===== src/include/ddm_cal_pkg.sv =====
// Package: register map, timing, state and carrier types of the calibration engine
package ddm_cal_pkg;

  // ==========================================================================
  // Timing
  localparam int CLK_PERIOD_NS = 100;
  localparam int CAL_PERIOD_MS = 10;
  localparam int CAL_PERIOD_CYCLES = CAL_PERIOD_MS * 1000000 / CLK_PERIOD_NS;

  // ==========================================================================
  // Metric indices
  localparam int M_TEMP = 0;
  localparam int M_SUPPLY = 1;
  localparam int M_BIAS = 2;
  localparam int M_TX = 3;
  localparam int M_RX = 4;
  localparam int NUM_METRICS = 5;

  // ==========================================================================
  // Configuration space (constants, MSB at the lower address)
  localparam logic [7:0] TEMPERATURE_GAIN_OFS = 8'h00;
  localparam logic [7:0] TEMPERATURE_SHIFT_OFS = 8'h02;
  localparam logic [7:0] SUPPLY_GAIN_OFS = 8'h04;
  localparam logic [7:0] SUPPLY_SHIFT_OFS = 8'h06;
  localparam logic [7:0] LASER_CURRENT_GAIN_OFS = 8'h08;
  localparam logic [7:0] LASER_CURRENT_SHIFT_OFS = 8'h0a;
  localparam logic [7:0] TX_OPTICAL_GAIN_OFS = 8'h0c;
  localparam logic [7:0] TX_OPTICAL_SHIFT_OFS = 8'h0e;
  localparam logic [7:0] RX_OPTICAL_GAIN_LOW_OFS = 8'h10;
  localparam logic [7:0] RX_OPTICAL_SHIFT_LOW_OFS = 8'h12;
  localparam logic [7:0] RX_OPTICAL_GAIN_HIGH_OFS = 8'h14;
  localparam logic [7:0] RX_OPTICAL_SHIFT_HIGH_OFS = 8'h16;
  localparam int CFG_BYTES = 24;

  // Diagnostic space (results)
  localparam logic [7:0] TEMPERATURE_RESULT_OFS = 8'h60;
  localparam logic [7:0] SUPPLY_RESULT_OFS = 8'h62;
  localparam logic [7:0] LASER_CURRENT_RESULT_OFS = 8'h64;
  localparam logic [7:0] TX_OPTICAL_RESULT_OFS = 8'h66;
  localparam logic [7:0] RX_OPTICAL_RESULT_OFS = 8'h68;
  localparam logic [7:0] RESULT_END_OFS = 8'h6a;

  localparam logic SPACE_DIAG = 1'b0;
  localparam logic SPACE_CFG = 1'b1;

  // ==========================================================================
  // Reset values
  localparam logic [15:0] GAIN_RESET = 16'h0100;
  localparam logic [15:0] SHIFT_RESET = 16'h0000;
  localparam logic [15:0] RESULT_RESET = 16'h0000;
  localparam logic [7:0] UNMAPPED_READ = 8'h00;

  // ==========================================================================
  // Arithmetic
  localparam int GAIN_FRAC_BITS = 8;
  localparam logic [1:0] MPD_RANGE_X16 = 2'b10;
  localparam logic [1:0] MPD_RANGE_X4 = 2'b01;
  localparam int TX_SHIFT_X16 = 4;
  localparam int TX_SHIFT_X4 = 2;
  localparam logic [11:0] RX_KNEE_LOW = 12'h020;
  localparam logic [11:0] RX_KNEE_HIGH = 12'h080;
  localparam logic [11:0] RX_HIGH_BASE = 12'h1a0;
  localparam int RX_MID_SHIFT = 2;
  localparam int RX_HIGH_SHIFT = 4;
  localparam logic signed [21:0] SAT_SIGNED_MAX = 22'sh007fff;
  localparam logic signed [21:0] SAT_SIGNED_MIN = -22'sh008000;
  localparam logic signed [21:0] SAT_UNSIGNED_MAX = 22'sh00ffff;

  // ==========================================================================
  // Types
  typedef enum logic [2:0] {
    ST_IDLE = 3'b000,
    ST_TEMP = 3'b001,
    ST_SUPPLY = 3'b011,
    ST_BIAS = 3'b010,
    ST_TXPWR = 3'b110,
    ST_RXPWR = 3'b111,
    ST_COMMIT = 3'b101
  } cal_state_t;

  typedef logic [NUM_METRICS-1:0][7:0] raw_set_t;
  typedef logic [NUM_METRICS-1:0][15:0] result_set_t;

  typedef struct packed {
    logic hiAlarm;
    logic loAlarm;
    logic hiWarn;
    logic loWarn;
  } flag_set_t;

  typedef flag_set_t [NUM_METRICS-1:0] flags_t;

  typedef struct packed {
    logic [NUM_METRICS-1:0] hiAlarm;
    logic [NUM_METRICS-1:0] loAlarm;
  } alarm_mask_t;

  typedef struct packed {
    logic write;
    logic read;
    logic space;
    logic [7:0] addr;
    logic [7:0] wdata;
  } reg_req_t;

endpackage


===== src/logic/ddm_calibration_engine.sv =====
// Periodic calibration engine for the diagnostic monitor values
`timescale 1ns/1ps
module ddm_calibration_engine #(
  parameter int PERIOD_CYCLES = ddm_cal_pkg::CAL_PERIOD_CYCLES
) (
  input wire logic clk_sys,
  input wire logic srst,
  input wire logic convEnable,
  input wire logic loopEnable,
  input wire ddm_cal_pkg::raw_set_t rawIn,
  input wire logic [1:0] mpdRange,
  input wire logic [11:0] rxThreshold,
  input wire logic laserShutdown,
  output ddm_cal_pkg::raw_set_t lutIndex,
  input wire ddm_cal_pkg::flags_t lutFlags,
  input wire ddm_cal_pkg::alarm_mask_t alarm_to_safety_mask,
  output ddm_cal_pkg::flags_t flagsOut,
  output logic alarmFault,
  input wire ddm_cal_pkg::reg_req_t regReq,
  output logic [7:0] regRdata,
  output ddm_cal_pkg::result_set_t resultsOut,
  output logic updateDone
);
  import ddm_cal_pkg::*;

  localparam logic [16:0] PERIOD_LAST = 17'(PERIOD_CYCLES - 1);

  typedef struct packed {
    cal_state_t state;
    logic [16:0] periodCnt;
    raw_set_t snap;
    result_set_t work;
    result_set_t results;
    logic [CFG_BYTES-1:0][7:0] cfgBytes;
    logic [7:0] rdData;
    logic [7:0] snapLow;
    raw_set_t index;
    flags_t flags;
    logic fault;
    logic done;
  } engine_state_t;

  engine_state_t s_reg;
  engine_state_t s_next;

  logic running;
  logic tick;
  logic [11:0] txReranged;
  logic [11:0] rxLinear;
  logic [11:0] calcRaw;
  logic [15:0] calcGain;
  logic [15:0] calcShift;
  logic calcSigned;
  logic [15:0] calcResult;
  logic rxUseHigh;
  raw_set_t rawMasked;
  alarm_mask_t maskedAlarms;

  // ==========================================================================
  // Constant fetch
  function automatic logic [15:0] cfgWord(input logic [CFG_BYTES-1:0][7:0] bytes,
                                          input logic [7:0] ofs);
    cfgWord = {bytes[ofs[4:0]], bytes[ofs[4:0] + 5'd1]};
  endfunction

  // ==========================================================================
  // Operand shaping
  always_comb begin
    case (mpdRange)
      MPD_RANGE_X16: txReranged = {s_reg.snap[M_TX], 4'h0};
      MPD_RANGE_X4: txReranged = {2'b00, s_reg.snap[M_TX], 2'b00};
      default: txReranged = {4'h0, s_reg.snap[M_TX]};
    endcase
  end

  always_comb begin
    logic [11:0] rx;
    rx = {4'h0, s_reg.snap[M_RX]};
    if (rx <= RX_KNEE_LOW) begin
      rxLinear = rx;
    end else if (rx <= RX_KNEE_HIGH) begin
      rxLinear = ((rx - RX_KNEE_LOW) << RX_MID_SHIFT) + RX_KNEE_LOW;
    end else begin
      rxLinear = ((rx - RX_KNEE_HIGH) << RX_HIGH_SHIFT) + RX_HIGH_BASE;
    end
  end

  assign rxUseHigh = rxLinear > rxThreshold;

  always_comb begin
    calcRaw = 12'h000;
    calcGain = 16'h0000;
    calcShift = 16'h0000;
    calcSigned = 1'b0;
    case (s_reg.state)
      ST_TEMP: begin
        calcRaw = {4'h0, s_reg.snap[M_TEMP]};
        calcGain = cfgWord(s_reg.cfgBytes, TEMPERATURE_GAIN_OFS);
        calcShift = cfgWord(s_reg.cfgBytes, TEMPERATURE_SHIFT_OFS);
        calcSigned = 1'b1;
      end
      ST_SUPPLY: begin
        calcRaw = {4'h0, s_reg.snap[M_SUPPLY]};
        calcGain = cfgWord(s_reg.cfgBytes, SUPPLY_GAIN_OFS);
        calcShift = cfgWord(s_reg.cfgBytes, SUPPLY_SHIFT_OFS);
      end
      ST_BIAS: begin
        calcRaw = {4'h0, s_reg.snap[M_BIAS]};
        calcGain = cfgWord(s_reg.cfgBytes, LASER_CURRENT_GAIN_OFS);
        calcShift = cfgWord(s_reg.cfgBytes, LASER_CURRENT_SHIFT_OFS);
      end
      ST_TXPWR: begin
        calcRaw = txReranged;
        calcGain = cfgWord(s_reg.cfgBytes, TX_OPTICAL_GAIN_OFS);
        calcShift = cfgWord(s_reg.cfgBytes, TX_OPTICAL_SHIFT_OFS);
      end
      ST_RXPWR: begin
        calcRaw = rxLinear;
        if (rxUseHigh) begin
          calcGain = cfgWord(s_reg.cfgBytes, RX_OPTICAL_GAIN_HIGH_OFS);
          calcShift = cfgWord(s_reg.cfgBytes, RX_OPTICAL_SHIFT_HIGH_OFS);
        end else begin
          calcGain = cfgWord(s_reg.cfgBytes, RX_OPTICAL_GAIN_LOW_OFS);
          calcShift = cfgWord(s_reg.cfgBytes, RX_OPTICAL_SHIFT_LOW_OFS);
        end
      end
      default: begin
        calcRaw = 12'h000;
      end
    endcase
  end

  // One shared arithmetic unit, one metric per cycle
  cal_arith u_arith (
    .rawValue(calcRaw),
    .gain(calcGain),
    .shift(calcShift),
    .signedOut(calcSigned),
    .result(calcResult)
  );

  // ==========================================================================
  // Next state
  always_comb begin
    rawMasked = rawIn;
    if (laserShutdown) begin
      rawMasked[M_BIAS] = 8'h00;
      rawMasked[M_TX] = 8'h00;
    end
  end

  assign maskedAlarms = {s_reg.flags[4].hiAlarm, s_reg.flags[3].hiAlarm, s_reg.flags[2].hiAlarm,
                         s_reg.flags[1].hiAlarm, s_reg.flags[0].hiAlarm,
                         s_reg.flags[4].loAlarm, s_reg.flags[3].loAlarm, s_reg.flags[2].loAlarm,
                         s_reg.flags[1].loAlarm, s_reg.flags[0].loAlarm}
                        & alarm_to_safety_mask;
  assign running = convEnable & loopEnable;
  assign tick = running && (s_reg.periodCnt == PERIOD_LAST);

  always_comb begin
    s_next = s_reg;
    s_next.done = 1'b0;

    if (!running || tick) begin
      s_next.periodCnt = 17'h00000;
    end else begin
      s_next.periodCnt = s_reg.periodCnt + 17'h00001;
    end

    // A started pass always finishes so the published set stays coherent
    case (s_reg.state)
      ST_IDLE: begin
        if (tick) begin
          s_next.snap = rawMasked;
          s_next.state = ST_TEMP;
        end
      end
      ST_TEMP: begin
        s_next.work[M_TEMP] = calcResult;
        s_next.state = ST_SUPPLY;
      end
      ST_SUPPLY: begin
        s_next.work[M_SUPPLY] = calcResult;
        s_next.state = ST_BIAS;
      end
      ST_BIAS: begin
        s_next.work[M_BIAS] = calcResult;
        s_next.state = ST_TXPWR;
      end
      ST_TXPWR: begin
        s_next.work[M_TX] = calcResult;
        s_next.state = ST_RXPWR;
      end
      ST_RXPWR: begin
        s_next.work[M_RX] = calcResult;
        s_next.state = ST_COMMIT;
      end
      ST_COMMIT: begin
        s_next.results = s_reg.work;
        s_next.done = 1'b1;
        s_next.state = ST_IDLE;
      end
      default: begin
        s_next.state = ST_IDLE;
      end
    endcase

    // Flag lookup follows the raw codes, not the calibrated words
    s_next.index = rawMasked;
    s_next.flags = lutFlags;
    if (laserShutdown) begin
      s_next.flags[M_BIAS].loAlarm = 1'b1;
      s_next.flags[M_BIAS].loWarn = 1'b1;
      s_next.flags[M_TX].loAlarm = 1'b1;
      s_next.flags[M_TX].loWarn = 1'b1;
    end
    s_next.fault = |maskedAlarms;

    // Register port
    if (regReq.write && regReq.space == SPACE_CFG && regReq.addr < 8'(CFG_BYTES)) begin
      s_next.cfgBytes[regReq.addr[4:0]] = regReq.wdata;
    end
    if (regReq.read) begin
      s_next.rdData = UNMAPPED_READ;
      if (regReq.space == SPACE_CFG) begin
        if (regReq.addr < 8'(CFG_BYTES)) begin
          s_next.rdData = s_reg.cfgBytes[regReq.addr[4:0]];
        end
      end else if (regReq.addr >= TEMPERATURE_RESULT_OFS && regReq.addr < RESULT_END_OFS) begin
        // Upper byte read freezes the lower byte for the following read
        if (!regReq.addr[0]) begin
          s_next.rdData = s_reg.results[regReq.addr[3:1]][15:8];
          s_next.snapLow = s_reg.results[regReq.addr[3:1]][7:0];
        end else begin
          s_next.rdData = s_reg.snapLow;
        end
      end
    end
  end

  // ==========================================================================
  // State register
  always_ff @(posedge clk_sys) begin
    if (srst) begin
      s_reg <= '0;
      s_reg.state <= ST_IDLE;
      for (int m = 0; m < NUM_METRICS; m++) begin
        s_reg.cfgBytes[4*m] <= GAIN_RESET[15:8];
        s_reg.cfgBytes[4*m+1] <= GAIN_RESET[7:0];
        s_reg.cfgBytes[4*m+2] <= SHIFT_RESET[15:8];
        s_reg.cfgBytes[4*m+3] <= SHIFT_RESET[7:0];
      end
      s_reg.cfgBytes[RX_OPTICAL_GAIN_HIGH_OFS[4:0]] <= GAIN_RESET[15:8];
      s_reg.cfgBytes[RX_OPTICAL_GAIN_HIGH_OFS[4:0] + 5'd1] <= GAIN_RESET[7:0];
      s_reg.results <= {NUM_METRICS{RESULT_RESET}};
    end else begin
      s_reg <= s_next;
    end
  end

  assign lutIndex = s_reg.index;
  assign flagsOut = s_reg.flags;
  assign alarmFault = s_reg.fault;
  assign regRdata = s_reg.rdData;
  assign resultsOut = s_reg.results;
  assign updateDone = s_reg.done;

  // ==========================================================================
  // Assertions
  property p_start_on_period;
    @(posedge clk_sys) disable iff (srst)
    (s_reg.state == ST_IDLE && s_next.state == ST_TEMP) |->
      (s_reg.periodCnt == PERIOD_LAST && convEnable && loopEnable);
  endproperty
  a_start_on_period: assert property (p_start_on_period)
    else $error("Calibration pass started off the period boundary");

  property p_pass_length;
    @(posedge clk_sys) disable iff (srst)
    (s_reg.state == ST_TEMP) |-> ##6 (s_reg.state == ST_IDLE && updateDone);
  endproperty
  a_pass_length: assert property (p_pass_length)
    else $error("Calibration pass did not finish in six cycles");

  property p_commit_publishes;
    @(posedge clk_sys) disable iff (srst)
    (s_reg.state == ST_COMMIT) |=> (resultsOut == $past(s_reg.work));
  endproperty
  a_commit_publishes: assert property (p_commit_publishes)
    else $error("Results not published from the finished pass");

  property p_results_stable;
    @(posedge clk_sys) disable iff (srst)
    (s_reg.state != ST_COMMIT) |=> $stable(resultsOut);
  endproperty
  a_results_stable: assert property (p_results_stable)
    else $error("Results changed outside the commit cycle");

  property p_temp_word_order;
    @(posedge clk_sys) disable iff (srst)
    (s_reg.state == ST_TEMP) |-> (calcGain == {s_reg.cfgBytes[0], s_reg.cfgBytes[1]});
  endproperty
  a_temp_word_order: assert property (p_temp_word_order)
    else $error("Temperature slope byte order wrong");

  property p_tx_rerange;
    @(posedge clk_sys) disable iff (srst)
    (s_reg.state == ST_TXPWR && mpdRange == MPD_RANGE_X16) |->
      (calcRaw == {s_reg.snap[M_TX], 4'h0});
  endproperty
  a_tx_rerange: assert property (p_tx_rerange)
    else $error("Tx power not scaled by sixteen");

  property p_rx_high_segment;
    @(posedge clk_sys) disable iff (srst)
    (s_reg.state == ST_RXPWR && s_reg.snap[M_RX] > 8'h80) |->
      (calcRaw == 12'(({4'h0, s_reg.snap[M_RX]} - 12'h080) * 16 + 12'h1a0));
  endproperty
  a_rx_high_segment: assert property (p_rx_high_segment)
    else $error("Receive code linearized wrongly in top segment");

  property p_rx_pair_select;
    @(posedge clk_sys) disable iff (srst)
    (s_reg.state == ST_RXPWR && calcRaw > rxThreshold) |->
      (calcGain == {s_reg.cfgBytes[20], s_reg.cfgBytes[21]});
  endproperty
  a_rx_pair_select: assert property (p_rx_pair_select)
    else $error("High receive pair not selected above threshold");

  property p_shutdown_flags;
    @(posedge clk_sys) disable iff (srst)
    laserShutdown |=> (flagsOut[M_BIAS].loAlarm && flagsOut[M_TX].loWarn
                       && lutIndex[M_BIAS] == 8'h00 && lutIndex[M_TX] == 8'h00);
  endproperty
  a_shutdown_flags: assert property (p_shutdown_flags)
    else $error("Shutdown did not zero readings and set low flags");

  property p_mask_blocks;
    @(posedge clk_sys) disable iff (srst)
    (alarm_to_safety_mask == '0) |=> !alarmFault;
  endproperty
  a_mask_blocks: assert property (p_mask_blocks)
    else $error("Masked alarms raised the safety fault");

endmodule


===== src/logic/cal_arith.sv =====
// Slope/offset arithmetic with saturation, shared by all metrics
`timescale 1ns/1ps
module cal_arith (
  input wire logic [11:0] rawValue,
  input wire logic [15:0] gain,
  input wire logic [15:0] shift,
  input wire logic signedOut,
  output logic [15:0] result
);
  import ddm_cal_pkg::*;

  logic [27:0] product;
  logic [19:0] scaled;
  logic signed [21:0] sum;

  assign product = rawValue * gain;
  assign scaled = product[27:GAIN_FRAC_BITS];
  assign sum = $signed({2'b00, scaled}) + $signed({{6{shift[15]}}, shift});

  // Clamp instead of wrapping so a large reading never shows as a tiny one
  always_comb begin
    result = sum[15:0];
    if (signedOut) begin
      if (sum > SAT_SIGNED_MAX) begin
        result = SAT_SIGNED_MAX[15:0];
      end else if (sum < SAT_SIGNED_MIN) begin
        result = SAT_SIGNED_MIN[15:0];
      end
    end else begin
      if (sum < 0) begin
        result = 16'h0000;
      end else if (sum > SAT_UNSIGNED_MAX) begin
        result = SAT_UNSIGNED_MAX[15:0];
      end
    end
  end

endmodule


===== config.mk =====
export PLATFORM = sky130hd
export DESIGN_NAME = ddm_calibration_engine
export DESIGN_NICKNAME = d
export VERILOG_FILES = /design/src/include/ddm_cal_pkg.sv /design/src/logic/ddm_calibration_engine.sv /design/src/logic/cal_arith.sv
export SDC_FILE = /design/constraint.sdc
export NUM_CORES = 2
export LEC_CHECK = 0
export BUFFER_PORTS_ARGS = -buffer_cell sky130_fd_sc_hd__buf_2
export CAP_MARGIN = 5
export CORE_MARGIN = 5
export CORE_UTILIZATION = 55
export CTS_CLUSTER_SIZE = 30
export DETAILED_ROUTE_END_ITERATION = 7
export PLACE_DENSITY = 0.73
export SYNTH_ARGS = -nofsm -noshare
export SYNTH_HDL_FRONTEND = slang
export SYNTH_SLANG_ARGS = --single-unit

===== constraint.sdc =====
create_clock -name clk_sys -period 14.56 [get_ports clk_sys]
set_input_delay 3.64 -clock clk_sys [delete_from_list [all_inputs] [get_ports clk_sys]]
set_output_delay 3.64 -clock clk_sys [all_outputs]
set_load 0.01 [all_outputs]

==> impl_metrics.py <==
metrics = {
    "run": {
        "cap_violations": 0,
    },
    "yosys": {
        "async_flop_share_pct": 0,
        "syn_nets": 3797,
        "synth_top_cell_area_share_pct": 32.9,
        "synth_area_leader_cell": "dfxtp_1",
        "synth.area.top_cells": "dfxtp_1 33%, fa_1 9.4%, nand2_1 7.6%",
        "synth_cell_types": 87,
        "ys_ff_latch": 490,
        "ys_seq_area_share_pct": 32.9,
        "synth_flop_cell": "dfxtp_1",
        "netlist_area_mm2": 0.0298,
        "syn_avg_cell_area_um2": 8.66,
        "syn_inst": 3441,
        "yosysWarnings": 0,
        "synth_edf_count": 0,
    },
    "timing": {
        "final-setup-viol-count": 0,
        "post-route-period-util_pct": 89.7,
        "fmax_mhz": 76.6,
        "relSlewSlack_pct": 10.9,
        "skew_ns": 0.0245,
        "rsz0062_at_grt": "false",
        "tightest_slew_ns": 1.33,
        "period_needed_ns": 13.05,
        "hold_violations": 0,
        "setup_tns_ns": 0,
        "slew_viol_final": 0,
    },
    "power_and_ir_drop": {
        "p_per_area_mw_per_mm2": 98.1,
        "ir_worst_vdd_mv": 0.0836,
        "p_leak_nw": 12.9,
    },
    "global_routing": {
        "antenna_found_initial": 1,
        "grt_pass1_wl_um": 137000,
        "grt_pass1_vias": 23981,
        "overflow": 0,
        "grt_max_degree": 213,
        "grtUsageTotal_pct": 28.6,
    },
    "setup_path": {
        "startpoint_type": "input pin",
        "critical_path_class": "in -> reg",
        "crit_slowest_cell": "fa_1",
        "cp.arrival_ns": 13.49,
        "worstPathMaxFanout": 16,
        "critPathRequiredTime_ns": 14.99,
        "slowest_delay_ns": 0.54,
        "end_kind": "flop",
    },
    "placement": {
        "place_inst": 4081,
        "place_congestion": 0.939,
        "hpwlAfterDp_um": 62900,
        "port_buffers": 257,
        "dpl_cell_area_mm2": 0.0304,
    },
    "run_status": {
        "status": "finished, final reports clean",
    },
    "floorplan": {
        "die_area_mm2": 0.0589,
        "dieHeight_um": 243,
        "fp.dieW_um": 243,
        "ioPinCount": 258,
        "core_mm2": 0.0537,
        "row_count": 85,
        "start_util_pct": 55.5,
    },
    "routing": {
        "first_pass_iters": 8,
        "postRouteAntennaNets": 0,
        "vias": 24980,
        "drc": 0,
        "post_drt_via_cell_ratio": 5.99,
        "wire_per_inst_um": 21.0,
        "wirelength_um": 87700,
        "drt-initial-drc-count": 2500,
    },
    "final_layout": {
        "fin_cells": 4173,
        "layout-drive-gt1-share_pct": 16.2,
        "fill_cells": 4633,
        "fin_area_mm2": 0.0322,
        "n_antenna_cell": 0,
        "area_delta_synth_final_pct": 8.09,
        "regArea_mm2": 0.00981,
        "fin_nets": 3795,
        "utilization_pct": 60.0,
        "multi_input_area_mm2": 0.0173,
        "final_cell_mix": "604 x nand2_1, 489 x dfxtp_1, 292 x a21oi_1, 254 x buf_2, 246 x nor2_1",
        "largest_reg_flops": 339,
        "final_common_cell": "nand2_1",
    },
    "cts": {
        "postCtsHoldBufs": 0,
        "cts_resized": 0,
        "cts_made_buffers": 52,
        "clk_latency_ns": 0.61,
        "cts_root_buf": "clkbuf_16",
        "cts.sinks": 490,
        "cts_tree": "done",
        "postCtsSetupBuffers": 0,
        "h-tree-depth": 2,
        "cts_buffer_depth": 3,
        "path_clk_slew_ns": 0.06,
    },
    "worst_hold_path": {
        "hold_path.class": "reg -> reg",
    },
}
==> Yosys cell counts, types with 6 or more instances <==
cell and instances:
nand2_1 604, dfxtp_1 490, a21oi_1 292, nor2_1 247
inv_1 208, clkbuf_1 174, buf_4 151, fa_1 140
mux2i_1 124, ha_1 108, nand3_1 86, nor2b_1 72
a22oi_1 70, mux4_2 65, o21ai_0 58, o21ai_1 42
nor3b_1 37, nor3_1 34, mux2_2 31, xnor2_1 30
and2_1 29, xor2_1 21, nor2_2 20, a211oi_1 18
and3_1 18, nand2b_1 18, a22o_1 17, buf_1 16
a21o_1 15, buf_2 15, nand4_1 15, o211ai_1 15
a222oi_1 14, a221oi_1 13, a21oi_2 12, or3_1 12
a31oi_1 10, o211a_1 9, o21a_1 6, o21bai_1 6
==> cells by family (layout without fill, tap and decap cells) <==
logic type	after synthesis	in the layout	synth area share, %
fa+ha+maj	248	248	13.9
mux	221	221	10.3
flops	490	490	32.9
simple gates	1218	1218	18.3
compound gates	639	639	13.6
buf+inv	572	608	9.31
xor+xnor	53	53	1.61
==> worst max-delay path, delay by kind of cell <==
family                     cells  cell delay [ns]
AOI/OAI and AO/OA             17             3.81
xor gates and xnor gates       1             0.34
adders and majority gates      8             3.37
buffers and inverters          7             0.81
muxes                          1             0.10
and+or+nand+nor                8             1.38
==> power breakdown <==
group	internal [W]	leakage, nW	switching, W	total, W
sequential	0.00137	3.96	0.0000279	0.00140
combinational	0.000103	8.03	0.000281	0.000384
clock	0.000818	0.888	0.000557	0.00138
total	0.00229	12.9	0.000866	0.00316
==> metal layers <==
layer | global-route usage (%) | up-vias | part of all wire [%]
met5 | 0 | - | 0.015
met2 | 45.6 | 1341 | 46
met4 | 13.3 | 2 | 5.3
met3 | 5.30 | 253 | 9.2
met1 | 38.0 | 11906 | 40
li1 | - | 11478 | -
==> area by class of cell <==
cell class	count	area share [%]
Timing Repair Buffer	305	5.20
Multi-Input combinational cell	2379	53.7
Inverter	211	2.46
Clock buffer	69	4.58
Clock inverter	23	0.940
Sequential cell	490	30.5
Tap cell	696	2.70
==> stage by stage <==
| step | hold slack, ns | total power [W] | setup WS, ns |
|---|---|---|---|
| floorplan | 0.425 | 0.00169 | 1.96 |
| global placement | 0.436 | 0.00180 | 1.11 |
| detailed placement | 0.443 | 0.00180 | 1.05 |
| CTS | 0.446 | 0.00316 | 1.63 |
| global route | 0.457 | 0.00325 | 0.868 |
| finish | 0.450 | 0.00316 | 1.51 |
==> path summary, 6_finish.rpt <==
check,from,to,slack [ns],cells after the start
setup / recovery,rxThreshold[10],s_reg[399]$_SDFFE_PP0P_,1.51,42
hold / removal,s_reg[371]$_SDFFE_PP0P_,resultsOut[21]$_SDFFE_PP0P_,0.45,2
setup reg to reg,s_reg[463]$_SDFFE_PP0P_,s_reg[399]$_SDFFE_PP0P_,2.28,44
hold reg to reg,s_reg[371]$_SDFFE_PP0P_,resultsOut[21]$_SDFFE_PP0P_,0.45,2
No activity file was read; power rests on OpenSTA's default activity.
